==> config.mk <==
export PLATFORM = sky130hd
export DESIGN_NAME = aoc_top
export DESIGN_NICKNAME = d
export VERILOG_FILES = /design/src/hdl/aoc_pkg.sv /design/src/hdl/aoc_top.sv
export SDC_FILE = /design/constraint.sdc
export NUM_CORES = 2
export LEC_CHECK = 0
export BUFFER_PORTS_ARGS = -buffer_cell sky130_fd_sc_hd__buf_2
export CAP_MARGIN = 0
export CORE_ASPECT_RATIO = 1.25
export CORE_MARGIN = 3
export CORE_UTILIZATION = 50
export CTS_BUF_LIST = sky130_fd_sc_hd__clkbuf_2 sky130_fd_sc_hd__clkbuf_4 sky130_fd_sc_hd__clkbuf_8
export CTS_CLUSTER_DIAMETER = 200
export DETAILED_ROUTE_END_ITERATION = 8
export PLACE_DENSITY = 0.67
export SETUP_SLACK_MARGIN = 0.5
export SYNTH_ARGS = -nofsm -noshare
export SYNTH_HDL_FRONTEND = slang
export SYNTH_SLANG_ARGS = --single-unit
==> constraint.sdc <==
create_clock -name clk_sys -period 18.8 [get_ports clk_sys]
set_clock_uncertainty 0.15 [all_clocks]
set_input_delay 0.94 -clock clk_sys [delete_from_list [all_inputs] [get_ports clk_sys]]
set_output_delay 0.94 -clock clk_sys [all_outputs]
set_load 0.05 [all_outputs]
==> src/hdl/aoc_pkg.sv <==
// package: constants and carrier types for the adc output conditioning block
package aoc_pkg;
  localparam int DW = 24;
  localparam int AW = 28;
  localparam logic [DW-1:0] MAX_CODE = 24'h7FFFFF;
  localparam logic [DW-1:0] MIN_CODE = 24'h800000;
  localparam logic [DW-1:0] ANTI_TOGGLE_OFS = 24'h000160;
  localparam int HPF_SHIFT = 10;
  localparam int OSR = 64;
  localparam logic [6:0] MIX_VOL_RST = 7'h00;
  localparam logic [1:0] SWAP_LEFT = 2'h0;
  localparam logic [1:0] SWAP_RIGHT = 2'h3;
  localparam logic [1:0] SWAP_MONO = 2'h1;

  typedef enum logic [1:0] {SPD_QUARTER, SPD_HALF, SPD_SINGLE, SPD_DOUBLE} aoc_speed_t;

  typedef struct packed {
    logic       hw_mode;
    logic       master;
    logic       auto_detect;
    aoc_speed_t speed_sw;
    aoc_speed_t speed_det;
    logic [1:0] filt_en;
    logic [1:0] filt_frz;
    logic       proc_sel;
    logic       diff_mix;
    logic [6:0] mix_vol;
    logic [1:0] left_swap;
    logic [1:0] right_swap;
    logic       pdn_dev;
    logic [1:0] pdn_adc;
    logic [1:0] pdn_pga;
    logic [1:0] pdn_pre;
    logic       pdn_bias;
  } aoc_cfg_t;

  typedef struct packed {
    logic          valid;
    logic [DW-1:0] left;
    logic [DW-1:0] right;
  } aoc_smp_t;

  typedef struct packed {
    logic       core_on;
    logic [1:0] adc_on;
    logic [1:0] pga_on;
    logic [1:0] pre_on;
    logic       bias_on;
    aoc_speed_t speed;
  } aoc_pwr_t;
endpackage

==> src/hdl/aoc_top.sv <==
// module: adc output conditioning datapath
`timescale 1ns/1ns
module aoc_top (
  input  wire logic             clk_sys,
  input  wire logic             rst_n,
  input  wire aoc_pkg::aoc_cfg_t cfg,
  input  wire aoc_pkg::aoc_smp_t raw_in,
  output aoc_pkg::aoc_smp_t     dout,
  output aoc_pkg::aoc_pwr_t     pwr,
  output logic [1:0]            ovf,
  output logic                  mod_strobe
);
  import aoc_pkg::*;

  typedef struct packed {
    logic [AW-1:0] est_l;
    logic [AW-1:0] est_r;
    aoc_smp_t      out;
    logic [1:0]    ovf;
    aoc_pwr_t      pwr;
    logic [5:0]    mcnt;
    logic          mstb;
  } aoc_state_t;

  aoc_state_t s_q, s_d;

  function automatic logic [DW-1:0] sat(input logic signed [DW+1:0] v);
    if (v > $signed({2'b00, MAX_CODE})) sat = MAX_CODE;
    else if (v < $signed({2'b11, MIN_CODE})) sat = MIN_CODE;
    else sat = v[DW-1:0];
  endfunction

  function automatic logic clip(input logic signed [DW+1:0] v);
    clip = (v > $signed({2'b00, MAX_CODE})) || (v < $signed({2'b11, MIN_CODE}));
  endfunction

  function automatic logic [DW-1:0] pick(input logic [1:0] sel, input logic [DW-1:0] l,
                                         input logic [DW-1:0] r);
    logic signed [DW:0] m;
    m = ($signed({l[DW-1], l}) + $signed({r[DW-1], r})) >>> 1;
    case (sel)
      SWAP_LEFT:  pick = l;
      SWAP_RIGHT: pick = r;
      SWAP_MONO:  pick = m[DW-1:0];
      default:    pick = l;
    endcase
  endfunction

  logic signed [DW+1:0] hp [2];
  logic signed [DW+1:0] fin [2];
  logic [DW-1:0]        ch [2];
  logic [DW-1:0]        conv [2];
  logic [DW-1:0]        eng [2];
  logic signed [DW+1:0] mixd;
  logic signed [DW+8:0] vol [2];

  always_comb begin
    logic [AW-1:0] est [2];
    logic signed [DW:0] dif;
    s_d = s_q;
    est[0] = s_q.est_l;
    est[1] = s_q.est_r;
    dif = $signed({raw_in.left[DW-1], raw_in.left}) - $signed({raw_in.right[DW-1], raw_in.right});
    mixd = $signed({dif[DW], dif}) >>> 1;
    for (int i = 0; i < 2; i++) begin
      conv[i] = cfg.diff_mix ? sat(mixd) : (i == 0 ? raw_in.left : raw_in.right);
      if (cfg.filt_en[i])
        hp[i] = $signed({{2{conv[i][DW-1]}}, conv[i]}) -
                $signed({{2{est[i][AW-1]}}, est[i][AW-1:AW-DW]});
      else
        hp[i] = $signed({{2{conv[i][DW-1]}}, conv[i]});
      ch[i] = sat(hp[i]);
    end
    for (int i = 0; i < 2; i++) begin
      eng[i] = pick(i == 0 ? cfg.left_swap : cfg.right_swap, ch[0], ch[1]);
      vol[i] = ($signed({{9{eng[i][DW-1]}}, eng[i]}) * $signed({1'b0, 8'h80 - {1'b0, cfg.mix_vol}}))
               >>> 7;
      fin[i] = (cfg.proc_sel ? vol[i][DW+1:0] : $signed({{2{ch[i][DW-1]}}, ch[i]}))
               + $signed({2'b00, ANTI_TOGGLE_OFS});
    end
    if (raw_in.valid) begin
      for (int i = 0; i < 2; i++) begin
        if (cfg.filt_en[i] && !cfg.filt_frz[i])
          est[i] = est[i] + AW'(($signed({conv[i][DW-1], conv[i], 4'h0}) -
                   $signed({est[i][AW-1], est[i]})) >>> HPF_SHIFT);
      end
      s_d.out.left  = sat(fin[0]);
      s_d.out.right = sat(fin[1]);
      s_d.ovf = {clip(fin[1]) | clip(hp[1]), clip(fin[0]) | clip(hp[0])};
    end
    s_d.est_l = est[0];
    s_d.est_r = est[1];
    s_d.out.valid = raw_in.valid;
    s_d.mcnt = (s_q.mcnt == 6'(OSR - 1)) ? 6'h00 : s_q.mcnt + 6'h01;
    s_d.mstb = (s_q.mcnt == 6'(OSR - 1));
    if (cfg.hw_mode) begin
      s_d.pwr.core_on = 1'b1;
      s_d.pwr.adc_on  = 2'b11;
      s_d.pwr.pga_on  = 2'b11;
      s_d.pwr.pre_on  = 2'b00;
      s_d.pwr.bias_on = 1'b0;
      s_d.pwr.speed   = cfg.master ? SPD_SINGLE : cfg.speed_det;
    end else begin
      s_d.pwr.core_on = !cfg.pdn_dev;
      s_d.pwr.adc_on  = ~cfg.pdn_adc;
      s_d.pwr.pga_on  = ~cfg.pdn_pga;
      s_d.pwr.pre_on  = ~cfg.pdn_pre;
      s_d.pwr.bias_on = !cfg.pdn_bias;
      s_d.pwr.speed   = (cfg.auto_detect && !cfg.master) ? cfg.speed_det : cfg.speed_sw;
    end
  end

  always_ff @(posedge clk_sys or negedge rst_n) begin
    if (!rst_n) begin
      s_q <= '0;
    end else begin
      s_q <= s_d;
    end
  end

  assign dout = s_q.out;
  assign ovf = s_q.ovf;
  assign pwr = s_q.pwr;
  assign mod_strobe = s_q.mstb;
endmodule

==> impl_metrics.py <==
metrics = {
    "timing": {
        "period_minus_slack_ps": 16970,
        "max_slew.worst_pin.slew_ps": 1170,
        "setup_viol": 0,
        "max_clock_freq_mhz": 58.9,
        "timing.max_slew.rel_slack_pct": 21.2,
        "grt_setup_unrepaired": "false",
        "setup_slack_ps": 1830,
        "part_of_the_cycle_the_worst_path_needs_pct": 90.3,
        "final-hold-violation-count": 0,
        "drv_slew": 0,
        "final.setup.tns_ps": 0,
    },
    "clock_network": {
        "cts_max_level": 4,
        "tritoncts.num_buffers": 17,
        "clkLatencyLatePin_ps": 490,
        "clkSlewWorstSetupHoldPaths_ps": 90,
        "cts_num_sinks": 124,
        "cts_root_buffer": "sky130_fd_sc_hd__clkbuf_8",
        "cts_repair_resize_count": 0,
        "post-cts-setup-buffers": 0,
        "holdBufCountCts": 0,
        "cts_tree": "done",
        "ctsLongestPathBuffers": 2,
    },
    "logic_synthesis": {
        "synth-seq-area-share_pct": 9.97,
        "synth-async-reset-ratio_pct": 100,
        "post_synth_num_cell_types": 105,
        "synth-seq-cells": 124,
        "synthesis.area_sq_um": 31100,
        "synth-edff-count": 0,
        "yosys_warnings": 0,
        "postSynthNetCount": 4723,
        "syn-mean-instance-area_sq_um": 7.66,
        "ys.flop_type": "sky130_fd_sc_hd__dfrtp_1",
        "post_synth_inst_count": 4061,
    },
    "cells_and_area": {
        "filler_cell_count": 6083,
        "multi_input_comb_area_sq_um": 24800,
        "post_route_cells_drive_above_1_share_pct": 7.72,
        "flow.area_growth_from_synthesis_pct": 4.49,
        "layout.area.seq_sq_um": 3100,
        "finish.net_count": 4702,
    },
    "routing": {
        "drt_pre_antenna_iters": 5,
        "avgRoutedWirePerCell_um": 19.9,
        "ant_nets": 0,
        "vias_per_cell": 5.83,
        "postRouteWirelength_um": 97200,
        "count_of_routing_violations_after_the_opening_detailed_route_iteration": 2077,
        "drc": 0,
        "via_count": 28500,
    },
    "setup_path": {
        "path_delay_family": "compound AO/OA/AOI/OAI gates",
        "worst-setup-path-type": "in2reg",
        "worst-endpoint-required_ps": 19040,
        "timing.critical_path.to_type": "flop",
        "critical_path.max_stage_delay_ps": 840,
        "crit_buf_inv": 5,
        "critical_path.startpoint_type": "input pin",
        "critical_path.slowest_cell": "sky130_fd_sc_hd__a2111oi_1",
        "cp.arrival_ps": 17210,
        "worst-path-max-fanout": 22,
    },
    "floorplan": {
        "dieHeight_um": 285,
        "fp.dieW_um": 229,
        "area_of_the_die_sq_um": 65300,
        "io_pins": 145,
        "start_util_pct": 50.9,
        "placement_rows": 101,
        "core_area_sq_um": 61200,
    },
    "placement": {
        "dp_hpwl_um": 79800,
        "place_congestion": 0.980,
        "pre_cts_slack_ps": 1200,
        "placement.io_buffers": 144,
    },
    "global_route": {
        "grt-ovfl-total": 0,
        "globalRouteTotalUtil_pct": 29.6,
        "grt_antenna_before_repair": 3,
        "grt_pass1_wl_um": 154000,
        "grt_pass1_vias": 27600,
        "grt_start_max_net_pins": 88,
    },
    "job": {
        "maxCapViolCount": 0,
    },
    "run_status": {
        "outcome": "complete, no violations",
    },
    "min_path": {
        "min-delay-path-class": "in2async",
    },
}
==> synthesized netlist by cell type, drive strengths merged, types with 74 or more instances <==
cell / count / area (sq um)
inv: 556 / 2090
nor2: 437 / 1640
nand2: 369 / 1390
fa: 303 / 6070
ha: 276 / 3450
a21oi: 271 / 1370
o21ai: 234 / 1170
xnor2: 160 / 1400
dfrtp: 124 / 3100
clkbuf: 122 / 460
nand2b: 110 / 688
buf: 109 / 726
a21o: 86 / 646
xor2: 74 / 648
==> final timing paths <==
path                            slack (ps)  cells after the start  startpoint       end
max in group asynchronous            17020                      2       rst_n  dout[14]
min in group clk_sys                   330                      1      s_q[5]    s_q[5]
worst max register to register        4920                     50     s_q[72]  dout[35]
worst min register to register         330                      1      s_q[5]    s_q[5]
worst max-delay path                  1830                     64   raw_in[0]  dout[35]
worst min-delay path                   330                      1       rst_n   s_q[98]
==> kinds of logic (layout without fill, tap and decap cells) <==
group,count (synthesis),in the layout,share of synthesized area (%)
buffers and inverters,788,780,10.5
DFF,124,124,9.97
muxes,53,53,1.81
xor gates and xnor gates,235,235,6.66
AOI/OAI and AO/OA,998,998,21.1
and+or+nand+nor,1282,1282,19.3
other,0,2,0
adders and majority gates,581,581,30.7
==> stage by stage <==
step,hold WS [ps],utilization (%),area (sq um),instances
after floorplan,295,-,31100,4061
after global placement,312,52.5,32100,4845
after detailed placement,321,52.5,32100,4845
after CTS,339,53.1,32500,4877
after global routing,350,53.2,32500,4878
final,330,53.2,32500,4879
==> area by class of cell <==
cell class / instances / share of cell area, %
multi-input combinational: 3149 / 76.3
sequential: 124 / 9.54
inverter: 557 / 6.43
timing repair buffer: 191 / 3.32
tap: 824 / 3.17
clock buffer: 17 / 0.719
clock inverter: 15 / 0.473
antenna: 2 / 0.0154
==> routing by layer <==
layer / track usage (%) / up-vias / wire length, um
li1: - / 13600 / -
met1: 37.6 / 13700 / 39600
met2: 50.0 / 960 / 46400
met3: 3.17 / 221 / 5370
met4: 15.0 / 0 / 5830
met5: 0 / - / 0
==> registers in the layout, summed over array words and instances, names as in the netlist <==
name,flops
s_q,62
dout,49
ovf,2
pwr,10
mod_strobe,1
==> cells in the final DEF (no fill, tap or decap), drive strengths merged, types with 60 or more instances in the layout <==
cell type / netlist / layout
fa: 303 / 303
nor2: 437 / 437
and2: 60 / 60
nand2: 369 / 369
inv: 556 / 564
o21ai: 234 / 234
a21o: 86 / 86
dfrtp: 124 / 124
buf: 109 / 191
xor2: 74 / 74
ha: 276 / 276
xnor2: 160 / 160
a21oi: 271 / 271
nand2b: 110 / 110
Power is left out: the tool's default activity adds up to more than one toggle a clock period on the data nets, which glitch-free logic cannot reach.
